$ cat src/design/art_pkg.sv
package art_pkg;

  // Register indices. They are not all multiples of four, so each one is an index
  // and the Wishbone byte address is four times the index.
  localparam logic [7:0] ART_IDX_DUTY3 = 8'h73;
  localparam logic [7:0] ART_IDX_DUTY2 = 8'h74;
  localparam logic [7:0] ART_IDX_DUTY1 = 8'h75;
  localparam logic [7:0] ART_IDX_DUTY0 = 8'h76;
  localparam logic [7:0] ART_IDX_PWMCTL = 8'h77;
  localparam logic [7:0] ART_IDX_CSR = 8'h78;
  localparam logic [7:0] ART_IDX_CNT = 8'h79;
  localparam logic [7:0] ART_IDX_RELOAD = 8'h7A;
  localparam logic [7:0] ART_IDX_CAPCSR = 8'h7B;
  localparam logic [7:0] ART_IDX_CAP1 = 8'h7C;
  localparam logic [7:0] ART_IDX_CAP2 = 8'h7D;

  // Every register resets to zero.
  localparam logic [7:0] ART_RST_VAL = 8'h00;

  // Timer control/status field positions.
  localparam int ART_CSR_EXT = 7;
  localparam int ART_CSR_CC_HI = 6;
  localparam int ART_CSR_CC_LO = 4;
  localparam int ART_CSR_TCE = 3;
  localparam int ART_CSR_FRL = 2;
  localparam int ART_CSR_OIE = 1;
  localparam int ART_CSR_OVF = 0;

  // Capture control/status field positions.
  localparam int ART_CAP_CS_LO = 4;
  localparam int ART_CAP_CIE_LO = 2;
  localparam int ART_CAP_CF_LO = 0;

  // PWM control field positions.
  localparam int ART_PWM_OE_LO = 4;
  localparam int ART_PWM_OP_LO = 0;

  // Counter top value and prescaler width.
  localparam logic [7:0] ART_CNT_MAX = 8'hFF;
  localparam int ART_PRE_W = 7;

  // Bus request carried as one bundle.
  typedef struct packed {
    logic [7:0] idx;
    logic wr;
    logic rd;
    logic [7:0] wdata;
  } art_req_t;

endpackage

$ cat src/design/art_timer.sv
`timescale 1ns/10ps
// Operation
// - Overflow interrupt requested when flag and enable set.
// - Overflow flag cleared by reading control/status.
// - Overflow flag set on FF to reload passage.
// - Counter readable and writable while running.
// - Overflow reloads counter and sets polarity levels.
// - Reload zero gives full eight-bit resolution.
// - Output enable bits connect channels to pins.
// - Output high at or below compare, polarity inverts.
// - Polarity change inverts output immediately (here the registered pin changes one edge after the write).
// - Duty register sets second edge via compare.
// - Capture status bits 7:6 read zero.
// - Edge select: zero falling, one rising.
// - Capture interrupt enables gate each flag.
// - Capture flag cleared by reading capture register.
// - Capture latches counter; writes ignored.
// - All registers reset to zero.
// - PWM frequency is counter clock over 256-reload.
// - Compare registers reload from duty on overflow.
// - Prescale field divides by two to power.
// - Force reload loads counter, clears prescaler, reads zero.
module art_timer
  import art_pkg::*;
#(
  parameter int NUM_CH = 4
)
(
  // Clock and reset.
  input wire logic clk,
  input wire logic rst_n,
  // Classic Wishbone slave.
  input wire logic wb_cyc_i,
  input wire logic wb_stb_i,
  input wire logic wb_we_i,
  input wire logic [9:0] wb_adr_i,
  input wire logic [3:0] wb_sel_i,
  input wire logic [31:0] wb_dat_i,
  output logic [31:0] wb_dat_o,
  output logic wb_ack_o,
  // External count clock and capture pins, asynchronous.
  input wire logic ext_clk_pin,
  input wire logic [1:0] capture_input_pin,
  // PWM pins: value and active-low output enable.
  output logic [NUM_CH-1:0] pwm_output_pin,
  output logic [NUM_CH-1:0] pwm_output_pin_oe_n,
  // Combined interrupt request.
  output logic irq_r
);

  // The register layout has exactly four duty registers.
  initial
  begin
    if (NUM_CH != 4)
    begin
      $error("art_timer supports exactly four channels");
    end
  end

  // Register state.
  logic [7:0] duty_r [NUM_CH];
  logic [7:0] cmp_r [NUM_CH];
  logic [7:0] pwmctl_r;
  logic [2:0] prescale_select_r;
  logic external_clock_select_r;
  logic count_enable_bit_r;
  logic overflow_irq_enable_r;
  logic overflow_flag_r;
  logic [7:0] cnt_r;
  logic [7:0] reload_r;
  logic [1:0] cap_sens_r;
  logic [1:0] capture_irq_enables_r;
  logic [1:0] capture_flags_r;
  logic [7:0] cap_r [2];
  logic [ART_PRE_W-1:0] pre_r;
  logic [NUM_CH-1:0] pwm_lvl_r;

  // Synchronisers and previous samples.
  logic ext_s1_r, ext_s2_r, ext_prev_r;
  logic [1:0] cap_s1_r, cap_s2_r, cap_prev_r;

  // Bus decode.
  art_req_t req;
  logic acc;
  logic wr_strobe;
  logic rd_strobe;
  logic [7:0] rdata_nxt;

  // Decode of one register index, shared by every write and read strobe.
  function automatic logic hit(input art_req_t r, input logic [7:0] idx);
    hit = (r.idx == idx);
  endfunction

  // One-cycle ack per request; the ack register gaps back-to-back cycles.
  assign acc = wb_cyc_i && wb_stb_i && !wb_ack_o;
  assign req.idx = wb_adr_i[9:2];
  assign req.wr = acc && wb_we_i && wb_sel_i[0];
  assign req.rd = acc && !wb_we_i;
  assign req.wdata = wb_dat_i[7:0];
  assign wr_strobe = req.wr;
  assign rd_strobe = req.rd;

  // Tick from the selected count source. External edges are rising edges after two flops.
  logic src_tick;
  logic cnt_tick;
  logic [ART_PRE_W-1:0] pre_mask;
  assign src_tick = external_clock_select_r ? (ext_s2_r && !ext_prev_r) : 1'b1;
  // Divide by 2**select: tick when the low select bits of the prescaler are all ones.
  assign pre_mask = ART_PRE_W'((8'h01 << prescale_select_r) - 8'h01);
  assign cnt_tick = count_enable_bit_r && src_tick && ((pre_r & pre_mask) == pre_mask);

  logic ovf_evt;
  logic frl_wr;
  logic cnt_wr;
  assign ovf_evt = cnt_tick && (cnt_r == ART_CNT_MAX);
  assign frl_wr = wr_strobe && hit(req, ART_IDX_CSR) && req.wdata[ART_CSR_FRL];
  assign cnt_wr = wr_strobe && hit(req, ART_IDX_CNT);

  // Capture edge events with per-channel sensitivity.
  logic [1:0] cap_evt;
  genvar gi;
  generate
    for (gi = 0; gi < 2; gi++)
    begin : g_cap_edge
      // Compare synchronised sample with previous one.
      assign cap_evt[gi] = cap_sens_r[gi] ? (cap_s2_r[gi] && !cap_prev_r[gi])
                                          : (!cap_s2_r[gi] && cap_prev_r[gi]);
    end
  endgenerate

  // Synchronisers; first stage is read only by the second.
  always_ff @(posedge clk or negedge rst_n)
  begin
    if (!rst_n)
    begin
      ext_s1_r <= 1'b0;
      ext_s2_r <= 1'b0;
      ext_prev_r <= 1'b0;
      cap_s1_r <= 2'h0;
      cap_s2_r <= 2'h0;
      cap_prev_r <= 2'h0;
    end
    else
    begin
      ext_s1_r <= ext_clk_pin;
      ext_s2_r <= ext_s1_r;
      ext_prev_r <= ext_s2_r;
      cap_s1_r <= capture_input_pin;
      cap_s2_r <= cap_s1_r;
      cap_prev_r <= cap_s2_r;
    end
  end

  // Prescaler: advances on each source tick while enabled, cleared by force reload and counter writes.
  always_ff @(posedge clk or negedge rst_n)
  begin
    if (!rst_n)
    begin
      pre_r <= '0;
    end
    else if (frl_wr || cnt_wr)
    begin
      pre_r <= '0;
    end
    else if (count_enable_bit_r && src_tick)
    begin
      pre_r <= pre_r + 1'b1;
    end
  end

  // Counter: software write wins, then force reload, then overflow reload, then count.
  always_ff @(posedge clk or negedge rst_n)
  begin
    if (!rst_n)
    begin
      cnt_r <= ART_RST_VAL;
    end
    else if (cnt_wr)
    begin
      cnt_r <= req.wdata;
    end
    else if (frl_wr)
    begin
      cnt_r <= reload_r;
    end
    else if (ovf_evt)
    begin
      cnt_r <= reload_r;
    end
    else if (cnt_tick)
    begin
      cnt_r <= cnt_r + 8'h01;
    end
  end

  // Timer control/status; the overflow flag set beats the read clear.
  always_ff @(posedge clk or negedge rst_n)
  begin
    if (!rst_n)
    begin
      external_clock_select_r <= 1'b0;
      prescale_select_r <= 3'h0;
      count_enable_bit_r <= 1'b0;
      overflow_irq_enable_r <= 1'b0;
      overflow_flag_r <= 1'b0;
    end
    else
    begin
      if (wr_strobe && hit(req, ART_IDX_CSR))
      begin
        external_clock_select_r <= req.wdata[ART_CSR_EXT];
        prescale_select_r <= req.wdata[ART_CSR_CC_HI:ART_CSR_CC_LO];
        count_enable_bit_r <= req.wdata[ART_CSR_TCE];
        overflow_irq_enable_r <= req.wdata[ART_CSR_OIE];
      end
      if (ovf_evt)
      begin
        overflow_flag_r <= 1'b1;
      end
      else if (rd_strobe && hit(req, ART_IDX_CSR))
      begin
        overflow_flag_r <= 1'b0;
      end
    end
  end

  // Reload, PWM control and capture control writes.
  always_ff @(posedge clk or negedge rst_n)
  begin
    if (!rst_n)
    begin
      reload_r <= ART_RST_VAL;
      pwmctl_r <= ART_RST_VAL;
      cap_sens_r <= 2'h0;
      capture_irq_enables_r <= 2'h0;
    end
    else if (wr_strobe)
    begin
      if (hit(req, ART_IDX_RELOAD))
      begin
        reload_r <= req.wdata;
      end
      if (hit(req, ART_IDX_PWMCTL))
      begin
        pwmctl_r <= req.wdata;
      end
      if (hit(req, ART_IDX_CAPCSR))
      begin
        cap_sens_r <= req.wdata[ART_CAP_CS_LO +: 2];
        capture_irq_enables_r <= req.wdata[ART_CAP_CIE_LO +: 2];
      end
    end
  end

  // Per-channel duty, hidden compare and raw waveform level.
  generate
    for (gi = 0; gi < NUM_CH; gi++)
    begin : g_pwm
      localparam logic [7:0] DUTY_IDX = ART_IDX_DUTY0 - 8'(gi);
      always_ff @(posedge clk or negedge rst_n)
      begin
        if (!rst_n)
        begin
          duty_r[gi] <= ART_RST_VAL;
          cmp_r[gi] <= ART_RST_VAL;
          pwm_lvl_r[gi] <= 1'b0;
        end
        else
        begin
          if (wr_strobe && hit(req, DUTY_IDX))
          begin
            duty_r[gi] <= req.wdata;
          end
          if (ovf_evt)
          begin
            // Double buffering keeps duty changes glitch free.
            cmp_r[gi] <= duty_r[gi];
            pwm_lvl_r[gi] <= 1'b1;
          end
          else if (cnt_tick && (cnt_r == cmp_r[gi]))
          begin
            // Counter leaves the at-or-below region: level drops.
            pwm_lvl_r[gi] <= 1'b0;
          end
        end
      end
    end
  endgenerate

  // Pin drive. Polarity is applied on the registered output so a change shows next edge.
  always_ff @(posedge clk or negedge rst_n)
  begin
    if (!rst_n)
    begin
      pwm_output_pin <= '0;
      pwm_output_pin_oe_n <= '1;
    end
    else
    begin
      pwm_output_pin <= pwm_lvl_r ^ pwmctl_r[ART_PWM_OP_LO +: NUM_CH];
      pwm_output_pin_oe_n <= ~pwmctl_r[ART_PWM_OE_LO +: NUM_CH];
    end
  end

  // Capture flags and data; data is locked while its flag is set, up to the cycle of the clearing read.
  generate
    for (gi = 0; gi < 2; gi++)
    begin : g_cap
      localparam logic [7:0] CAP_IDX = ART_IDX_CAP1 + 8'(gi);
      always_ff @(posedge clk or negedge rst_n)
      begin
        if (!rst_n)
        begin
          capture_flags_r[gi] <= 1'b0;
          cap_r[gi] <= ART_RST_VAL;
        end
        else if (cap_evt[gi] && (!capture_flags_r[gi] || (rd_strobe && hit(req, CAP_IDX))))
        begin
          // An edge in the cycle of the clearing read wins; that read returns the old data.
          capture_flags_r[gi] <= 1'b1;
          cap_r[gi] <= cnt_r;
        end
        else if (rd_strobe && hit(req, CAP_IDX))
        begin
          capture_flags_r[gi] <= 1'b0;
        end
      end
    end
  endgenerate

  // Read mux.
  always_comb
  begin
    rdata_nxt = 8'h00;
    case (req.idx)
      ART_IDX_DUTY3: rdata_nxt = duty_r[3];
      ART_IDX_DUTY2: rdata_nxt = duty_r[2];
      ART_IDX_DUTY1: rdata_nxt = duty_r[1];
      ART_IDX_DUTY0: rdata_nxt = duty_r[0];
      ART_IDX_PWMCTL: rdata_nxt = pwmctl_r;
      // Force reload reads as zero.
      ART_IDX_CSR: rdata_nxt = {external_clock_select_r, prescale_select_r,
                                count_enable_bit_r, 1'b0, overflow_irq_enable_r,
                                overflow_flag_r};
      ART_IDX_CNT: rdata_nxt = cnt_r;
      ART_IDX_RELOAD: rdata_nxt = reload_r;
      ART_IDX_CAPCSR: rdata_nxt = {2'b00, cap_sens_r, capture_irq_enables_r,
                                   capture_flags_r};
      ART_IDX_CAP1: rdata_nxt = cap_r[0];
      ART_IDX_CAP2: rdata_nxt = cap_r[1];
      default: rdata_nxt = 8'h00;
    endcase
  end

  // Bus answer: ack one cycle after the request, data registered alongside.
  always_ff @(posedge clk or negedge rst_n)
  begin
    if (!rst_n)
    begin
      wb_ack_o <= 1'b0;
      wb_dat_o <= 32'h0000_0000;
    end
    else
    begin
      wb_ack_o <= acc;
      wb_dat_o <= req.rd ? {24'h000000, rdata_nxt} : 32'h0000_0000;
    end
  end

  // Interrupt request from any enabled flag.
  always_ff @(posedge clk or negedge rst_n)
  begin
    if (!rst_n)
    begin
      irq_r <= 1'b0;
    end
    else
    begin
      irq_r <= (overflow_flag_r && overflow_irq_enable_r)
               || |(capture_flags_r & capture_irq_enables_r);
    end
  end

endmodule

$ cat config.mk
export PLATFORM = sky130hd
export DESIGN_NAME = art_timer
export DESIGN_NICKNAME = d
export VERILOG_FILES = /design/src/design/art_pkg.sv /design/src/design/art_timer.sv
export SDC_FILE = /design/constraint.sdc
export NUM_CORES = 1
export LEC_CHECK = 0
export BUFFER_PORTS_ARGS = -buffer_cell sky130_fd_sc_hd__buf_2
export CORE_ASPECT_RATIO = 1.75
export CORE_MARGIN = 4
export CORE_UTILIZATION = 30
export CTS_BUF_LIST = sky130_fd_sc_hd__clkbuf_8
export DETAILED_ROUTE_END_ITERATION = 8
export MAX_ROUTING_LAYER = met4
export PLACE_DENSITY = 0.56
export SLEW_MARGIN = 20
export SYNTH_ARGS = -nofsm -noshare
export SYNTH_HDL_FRONTEND = slang
export SYNTH_SLANG_ARGS = --single-unit
export TNS_END_PERCENT = 1
$ cat constraint.sdc
create_clock -name clk -period 7.65 [get_ports clk]
set_input_delay 1.1475 -clock clk [delete_from_list [all_inputs] [get_ports clk]]
set_output_delay 1.1475 -clock clk [all_outputs]
set_load 0.01 [all_outputs]
==> results_dict.tcl, run 1 <==
set metrics [dict create \
    power_frac_comb_pct 5.8 \
    cp-start-kind "flip-flop" \
    layout_setup_ws_ns 3.86 \
    drt-initial-drc-count 335 \
    r2r_cells 8 \
    final_common_cell "dfrtp_1" \
    hold_path.class "reg2reg" \
    relSlewSlack_pct 37.7 \
    cts_setup_buffers 0 \
    p_switching_uw 408 \
    finalWirelength_um 20800 \
    crit_path_frequent_cell "or3_1" \
    cp_num_cells 8 \
    dieArea_sq_mm 0.0281 \
    finalSetupViolations 0 \
    reg2reg_to "cnt_r[3]" \
    cap_violations 0 \
    ant_nets 0 \
    grt_pass1_wl_um 32000 \
    top_layer_used "met4" \
    drt_first_pass_iters 6 \
    leakagePower_uw 0.00383 \
    clock_path_buffers 2 \
    antenna_found_initial 1 \
    gr-total-overflow 0 \
    design_area_sq_mm 0.00834 \
    peakVddDrop_uv 105 \
    status "completed" \
    die_height_um 219 \
    post_cts_resized 0 \
    arrival_ns 4.16 \
    post-route-min-period_ns 3.79 \
    hold_start "cap_s1_r[0]" \
    grt.total_usage_pct 15.9 \
    numCtsBuffers 17 \
    required_ns 8.02 \
    p_int_uw 1170 \
    path_buf_inv 0 \
    start_util_pct 30.6 \
    h-tree-depth 4 \
    rr_startpoint "prescale_select_r[2]" \
    grt_pass1_vias 5197 \
    num_rows 76 \
    dieWidth_um 128 \
    worstMarginPinSlew_ns 0.932 \
    path_max_fanout 51 \
    power.density_mw_per_mm2 189 \
    setup_tns_ns 0 \
    syn_inst 635 \
    async_flop_share_pct 100 \
    gp_congestion 0.859 \
    hold_viol_final 0 \
    yosys_warnings 0 \
    wl_met1_um 7980 \
    reg2reg_setup_slack_ns 3.86 \
    clock_latency_ns 0.49 \
    cts-root-buf "clkbuf_8" \
    area_growth_pct 9.66 \
    fmax_mhz 264 \
    final_nets 718 \
    synth-edff-count 0 \
    power_frac_seq_pct 54.0 \
    drt-wirelength-per-cell_um 21.1 \
    core_area_sq_mm 0.0248 \
    synth.top_cell.area_share_pct 49.7 \
    cts.sinks 155 \
    postCtsHoldBufs 0 \
    cts_tree "yes" \
    syn_area_sq_mm 0.00760 \
    mostFrequentLayoutCells "dfrtp_1 (151), mux2_2 (112), nand2_1 (46)" \
    avgSynthCellArea_sq_um 12.0 \
    vias 5084 \
    crit_slowest_cell "nand4b_4" \
    wl_met2_um 11000 \
    worstSetupEndpointType "flip-flop" \
    via_per_inst 5.15 \
    dominantRegCellSynth "dfrtp_1" \
    pin_count 96 \
    pre_cts_ws_ns 3.65 \
    drive_gt1_share_pct 30.7 \
    place_area_sq_mm 0.00793 \
    skew_ns 0.0199 \
    crit_chain "or3_1 > ha_1 > or3b_1 > a31oi_2 > a2111oi_4 > nand4b_4 > or3_1 > a32o_1" \
    final_max_slew_viol_count 0 \
    power_frac_clock_pct 40.1 \
    hpwl_um 14900 \
    path_delay_family "simple AND/OR/NAND/NOR gates" \
    rsz0062_at_grt "false" \
    grt_max_degree 91 \
    drc 0 \
    period_share_pct 49.5 \
    wl_met3_um 921 \
    switching_share_pct 25.9 \
    port_buffers 42 \
    synth.distinct_cells 67 \
    ys_seq_elements 155 \
    whs_endpoint "cap_s2_r[0]" \
    crit_type "reg2reg" \
    holdPathStages 0 \
    yosysSeqAreaShare_pct 51.1 \
    ys_top_cells_by_area "dfrtp_1 (50%), mux2_2 (17%), xnor2_1 (4.3%), buf_4 (3.2%), nand2_1 (2.3%)" \
    synth_top_cell_by_area "dfrtp_1" \
    clk_pin_slew_worst_paths_ns 0.10 \
    crit_start "prescale_select_r[2]" \
    cp_slowest_stage_delay_ns 0.79 \
]
[sequential cells by signal, indices dropped and copies added, names as in the netlist, 3 cells and up]
name,flops
cnt_r,8
cap_r,16
cmp_r,32
prescale_select_r,3
pre_r,7
pwm_lvl_r,4
pwm_output_pin,4
duty_r,32
wb_dat_o,8
reload_r,8
pwm_output_pin_oe_n,4
pwmctl_r,8
[routing by layer]
metal	track usage [%]	vias to the layer above
met5	-	-
met2	27.1	159
met3	3.18	34
li1	-	2298
met4	7.97	0
met1	17.4	2593
[cells in the mapped netlist (7+ instances only)]
cell,instances
o21ai_0,14
clkbuf_1,16
a21oi_1,12
buf_4,32
a222oi_1,9
and3_1,8
dfrtp_1,151
xnor2_1,37
nand3_1,20
a22oi_1,9
mux2_2,112
nand4_1,10
o31ai_1,7
nor2_1,20
nand2_1,46
xor2_1,11
inv_1,10
[how the worst max path moves through the flow]
| stage | to | slack (ns) |
|---|---|---|
| 2_1_floorplan | cnt_r[3] | 4.79 |
| 3_3_place_gp | cnt_r[1] | 3.65 |
| 3_5_place_dp | cnt_r[1] | 3.65 |
| 4_1_cts | cnt_r[3] | 3.83 |
| 5_1_grt | cnt_r[3] | 3.65 |
| 6_report | cnt_r[3] | 3.86 |
[cells by family after synthesis]
logic type / after synthesis / synth area share (%)
AOI/OAI and AO/OA: 93 / 9.49
xor gates and xnor gates: 48 / 5.53
adders and majority gates: 3 / 0.494
buffers and inverters: 73 / 5.81
DFF: 155 / 51.1
muxes: 118 / 17.4
other: 1 / 0.0493
and+or+nand+nor: 144 / 10.2
[power groups by stage]
stage	combinational [uW]	clock, uW	sequential [uW]
floorplan	65.4	0	859
global placement	92.3	0	870
detailed placement	93.5	0	869
CTS	93.6	652	854
global route	104	684	856
finish	92.3	634	854
[layout make-up]
| type | count | area (sq um) |
|---|---|---|
| Fill cell | 2439 | 16500 |
| Sequential cell | 155 | 3880 |
| Multi-Input combinational cell | 430 | 3370 |
| Tap cell | 312 | 390 |
| Clock buffer | 19 | 262 |
| Timing Repair Buffer | 46 | 246 |
| Clock inverter | 13 | 143 |
| Inverter | 11 | 41.3 |
| Antenna cell | 1 | 2.50 |
[stage by stage]
step	instances	total power [uW]	util, %	hold WS (ns)
6_report	987	1580	33.6	0.356
5_1_grt	987	1640	33.6	0.361
4_1_cts	986	1600	33.6	0.357
3_5_place_dp	954	963	32.0	0.336
3_3_place_gp	954	962	32.0	0.337
2_1_floorplan	658	924	-	0.331
Power figures use the tool's default switching activity.
==> inputs of run 2 (changes only) <==
==> constraint.sdc (replaced) <==
create_clock -name clk -period 3.5 [get_ports clk]
set_input_delay 0.525 -clock clk [delete_from_list [all_inputs] [get_ports clk]]
set_output_delay 0.525 -clock clk [all_outputs]
set_load 0.01 [all_outputs]
==> results_dict.tcl, run 2 (same netlist as run 1, synthesis figures left out) <==
set metrics [dict create \
    status "completed" \
    mostFrequentLayoutCells "dfrtp_1 (151), mux2_2 (112), nand2_1 (46)" \
    cp_slowest_stage_delay_ns 0.51 \
    skew_ns 0.0151 \
    postCtsHoldBufs 0 \
    post_cts_resized 0 \
    wl_met1_um 7880 \
    core_area_sq_mm 0.0248 \
    period_share_pct 88.0 \
    power_frac_seq_pct 50.5 \
    worstMarginPinSlew_ns 0.662 \
    final_nets 740 \
    gr-total-overflow 0 \
    clock_latency_ns 0.49 \
    via_per_inst 5.09 \
    dieArea_sq_mm 0.0281 \
    setup_tns_ns 0 \
    peakVddDrop_uv 254 \
    power_frac_comb_pct 5.7 \
    drt-initial-drc-count 311 \
    p_int_uw 2790 \
    path_max_fanout 10 \
    wl_met3_um 753 \
    grt.total_usage_pct 16.1 \
    fillers 2476 \
    clock_path_buffers 2 \
    clk_pin_slew_worst_paths_ns 0.09 \
    ant_nets 0 \
    path_buf_inv 1 \
    hold_path.class "in2async" \
    gp_congestion 0.866 \
    rsz0062_at_grt "false" \
    leakagePower_uw 0.00399 \
    arrival_ns 3.44 \
    hpwl_um 15500 \
    final_common_cell "dfrtp_1" \
    num_rows 76 \
    wl_met2_um 11500 \
    final_max_slew_viol_count 0 \
    p_switching_uw 903 \
    crit_type "reg2reg" \
    cap_violations 0 \
    cp-start-kind "flip-flop" \
    grt_pass1_vias 5301 \
    reg2reg_setup_slack_ns 0.42 \
    worstSetupEndpointType "flip-flop" \
    start_util_pct 30.6 \
    hold_viol_final 0 \
    relSlewSlack_pct 55.8 \
    drive_gt1_share_pct 32.8 \
    finalPower_uw 3690 \
    vias 5136 \
    drt_first_pass_iters 5 \
    fmax_mhz 325 \
    numCtsBuffers 17 \
    path_delay_family "compound AO/OA/AOI/OAI gates" \
    cts.sinks 155 \
    grt_max_degree 70 \
    area_growth_pct 13.3 \
    pin_count 96 \
    drc 0 \
    antenna_found_initial 1 \
    post-route-min-period_ns 3.08 \
    finalWirelength_um 21000 \
    grt_pass1_wl_um 32300 \
    top_layer_used "met4" \
    switching_share_pct 24.5 \
    finalSetupViolations 0 \
    required_ns 3.86 \
    crit_chain "or3_1 > ha_1 > or3b_1 > a31oi_2 > a2111oi_4 > a21oi_1 > buf_4 > or2_1 > o31a_1" \
    reg_top3 "cmp_r x32, duty_r x32, cap_r x16" \
    port_buffers 42 \
    power.density_mw_per_mm2 429 \
    drt-wirelength-per-cell_um 20.8 \
    cts_setup_buffers 0 \
    power_frac_clock_pct 43.8 \
    h-tree-depth 4 \
    cts_tree "yes" \
    dieWidth_um 128 \
    crit_slowest_cell "dfrtp_1" \
    cts-root-buf "clkbuf_8" \
    die_height_um 219 \
]
## run 2: layer usage
layer  GRT usage, %  up-vias
met5              -        -
met4           8.36        0
met3           2.84       41
met2           28.2      131
met1           17.1     2623
li1               -     2341
## run 2: worst paths after layout
| check | from | to | cells after the start |
|---|---|---|---|
| setup / recovery | prescale_select_r[2] | cnt_r[1] | 9 |
| hold / removal | rst_n | duty_r[24] | 1 |
| setup reg to reg | prescale_select_r[2] | cnt_r[1] | 9 |
| hold reg to reg | cap_s1_r[0] | cap_s2_r[0] | 0 |
| max in group asynchronous | rst_n | pwm_output_pin_oe_n[0] | 2 |
| min in group clk | capture_input_pin[1] | cap_s1_r[1] | 1 |
## run 2: area by class of cell
cell class / instances / area, sq um / share of cell area, %
inverters: 11 / 41.3 / 0.479
clock inverters: 13 / 215 / 2.50
clock buffers: 19 / 262 / 3.04
flip-flops and latches: 155 / 3880 / 45.1
repair buffers: 68 / 449 / 5.21
multi-input cells: 430 / 3370 / 39.1
well taps: 312 / 390 / 4.53
diodes: 1 / 2.50 / 0.0291
## run 2: stage by stage
step	instances	util (%)	hold WS, ns	area [sq um]	setup slack (ns)
after floorplan	658	-	0.229	7690	0.777
after global placement	976	32.8	0.336	8130	0.474
after detailed placement	976	32.8	0.339	8130	0.439
after CTS	1008	34.7	0.0497	8610	0.406
after global routing	1009	34.7	0.0746	8610	0.273
final	1009	34.7	0.0388	8610	0.420
## run 2: power groups by stage
stage	combinational, uW	sequential [uW]	clock (uW)
final	210	1870	1620
after global routing	237	1870	1720
after CTS	215	1870	1650
after detailed placement	215	1900	0
after global placement	211	1900	0
after floorplan	143	1880	0
==> inputs of run 3 (changes only) <==
--- a/config.mk
+++ b/config.mk
@@ -8,11 +8,11 @@
 export BUFFER_PORTS_ARGS = -buffer_cell sky130_fd_sc_hd__buf_2
 export CORE_ASPECT_RATIO = 1.75
 export CORE_MARGIN = 4
-export CORE_UTILIZATION = 30
+export CORE_UTILIZATION = 45
 export CTS_BUF_LIST = sky130_fd_sc_hd__clkbuf_8
 export DETAILED_ROUTE_END_ITERATION = 8
 export MAX_ROUTING_LAYER = met4
-export PLACE_DENSITY = 0.56
+export PLACE_DENSITY = 0.74
 export SLEW_MARGIN = 20
 export SYNTH_ARGS = -nofsm -noshare
 export SYNTH_HDL_FRONTEND = slang
==> constraint.sdc (replaced) <==
create_clock -name clk -period 3.5 [get_ports clk]
set_input_delay 0.7 -clock clk [delete_from_list [all_inputs] [get_ports clk]]
set_output_delay 0.7 -clock clk [all_outputs]
set_load 0.01 [all_outputs]
==> results_dict.tcl, run 3 (same netlist as run 1, synthesis figures left out) <==
set metrics [dict create \
    cts_setup_buffers 0 \
    rr_startpoint "prescale_select_r[1]" \
    pin_count 96 \
    leakagePower_uw 0.00391 \
    path_buf_inv 1 \
    crit_type "reg2reg" \
    grt_pass1_wl_um 32000 \
    cts_tree "yes" \
    dieWidth_um 106 \
    numCtsBuffers 17 \
    power.density_mw_per_mm2 404 \
    clock_latency_ns 0.46 \
    num_rows 62 \
    fmax_mhz 311 \
    area_growth_pct 9.68 \
    drt_first_pass_iters 7 \
    cp_slowest_stage_delay_ns 0.51 \
    crit_slowest_cell "a2111oi_4" \
    drt-initial-drc-count 486 \
    clk_pin_slew_worst_paths_ns 0.09 \
    crit_start "prescale_select_r[1]" \
    start_util_pct 46.0 \
    hold_path.class "in2async" \
    core_area_sq_mm 0.0165 \
    grt_max_degree 88 \
    required_ns 3.87 \
    path_delay_family "simple AND/OR/NAND/NOR gates" \
    reg_top3 "cmp_r x32, duty_r x32, cap_r x16" \
    peakVddDrop_uv 210 \
    dieArea_sq_mm 0.0191 \
    antenna_found_initial 0 \
    worstSetupEndpointType "flip-flop" \
    drc 0 \
    design_area_sq_mm 0.00834 \
    path_max_fanout 19 \
    finalWirelength_um 20000 \
    via_per_inst 5.87 \
    cp-start-kind "flip-flop" \
    postCtsHoldBufs 0 \
    relSlewSlack_pct 46.9 \
    insertedDiodeCount 0 \
    fin_util_pct 50.5 \
    mostFrequentLayoutCells "dfrtp_1 (151), mux2_2 (112), nand2_1 (46)" \
    ant_nets 0 \
    port_buffers 42 \
    period_share_pct 91.9 \
    h-tree-depth 4 \
    skew_ns 0.0219 \
    reg2reg_setup_slack_ns 0.28 \
    arrival_ns 3.58 \
    die_height_um 180 \
    cts-root-buf "clkbuf_8" \
    final_nets 735 \
    timing.hold.ws_ns 0.311 \
    status "completed" \
    place_area_sq_mm 0.00796 \
    hold_viol_final 0 \
    grt.total_usage_pct 22.3 \
    rsz0062_at_grt "false" \
    worstMarginPinSlew_ns 0.796 \
    post-route-min-period_ns 3.22 \
    vias 5368 \
    final_common_cell "dfrtp_1" \
    finalSetupViolations 0 \
    drive_gt1_share_pct 32.4 \
    clock_path_buffers 2 \
    r2r_cells 9 \
    post_cts_resized 0 \
    reg2reg_to "cnt_r[7]" \
    final_max_slew_viol_count 0 \
    gr-total-overflow 0 \
    hpwl_um 14300 \
    cts.sinks 155 \
    crit_chain "or3_1 > ha_1 > or3b_1 > a31oi_2 > a2111oi_4 > nand4b_4 > buf_4 > and3_1 > o31ai_1" \
    drt-wirelength-per-cell_um 21.8 \
    setup_tns_ns 0 \
    gp_congestion 0.943 \
    cap_violations 0 \
    grt_pass1_vias 5671 \
]
-- run 3: cell count changes in the layout (fill, tap and decap cells not counted), sizes merged --
cell / change
clkinvlp: +1
buf: -5
inv: +3
clkbuf: +1
bufinv: -5
diode: -1
-- run 3: where the power goes --
part | switching [uW] | internal (uW) | total, uW
sequential | 45.4 | 1820 | 1870
combinational | 138 | 71.0 | 209
clock | 725 | 568 | 1290
total | 909 | 2460 | 3370
-- run 3: through the flow --
step / total power (uW) / setup slack, ns / std cells
finish: 3370 / 0.285 / 915
global route: 3500 / 0.123 / 915
CTS: 3380 / 0.306 / 915
detailed placement: 2110 / 0.327 / 883
global placement: 2100 / 0.381 / 883
floorplan: 2020 / 0.777 / 658
-- run 3: area by class of cell --
| cell class | instances | area (sq um) |
|---|---|---|
| fill | 1438 | 8180 |
| sequential | 155 | 3880 |
| tap | 224 | 280 |
| inverter | 11 | 41.3 |
| clock inverter | 12 | 103 |
| timing repair buffer | 63 | 387 |
| clock buffer | 20 | 275 |
| multi-input combinational | 430 | 3370 |
-- run 3: worst register-to-register path, delay by kind of cell (launching register included) --
kind                     cells  cell delay [ns]
AO/OA/AOI/OAI                3             0.82
adder cells (fa/ha/maj)      1             0.30
buffers and inverters        1             0.36
flip-flops                   1             0.48
AND/OR/NAND/NOR              4             1.17
-- run 3: worst max-delay path by stage --
stage | end | slack, ns | depth (start not counted)
3_5_place_dp | cnt_r[7] | 0.33 | 9
6_report | cnt_r[7] | 0.28 | 9
2_1_floorplan | cnt_r[1] | 0.78 | 10
4_1_cts | cnt_r[7] | 0.31 | 9
5_1_grt | cnt_r[7] | 0.12 | 9
3_3_place_gp | cnt_r[7] | 0.38 | 9
-- run 3: metal layers --
layer | GRT usage [%] | vias to the layer above | routed length, um
met5 | - | - | 0
met3 | 4.31 | 71 | 1210
met1 | 25.7 | 2692 | 7400
met4 | 14.0 | 0 | 1320
li1 | - | 2334 | -
met2 | 35.5 | 271 | 10000
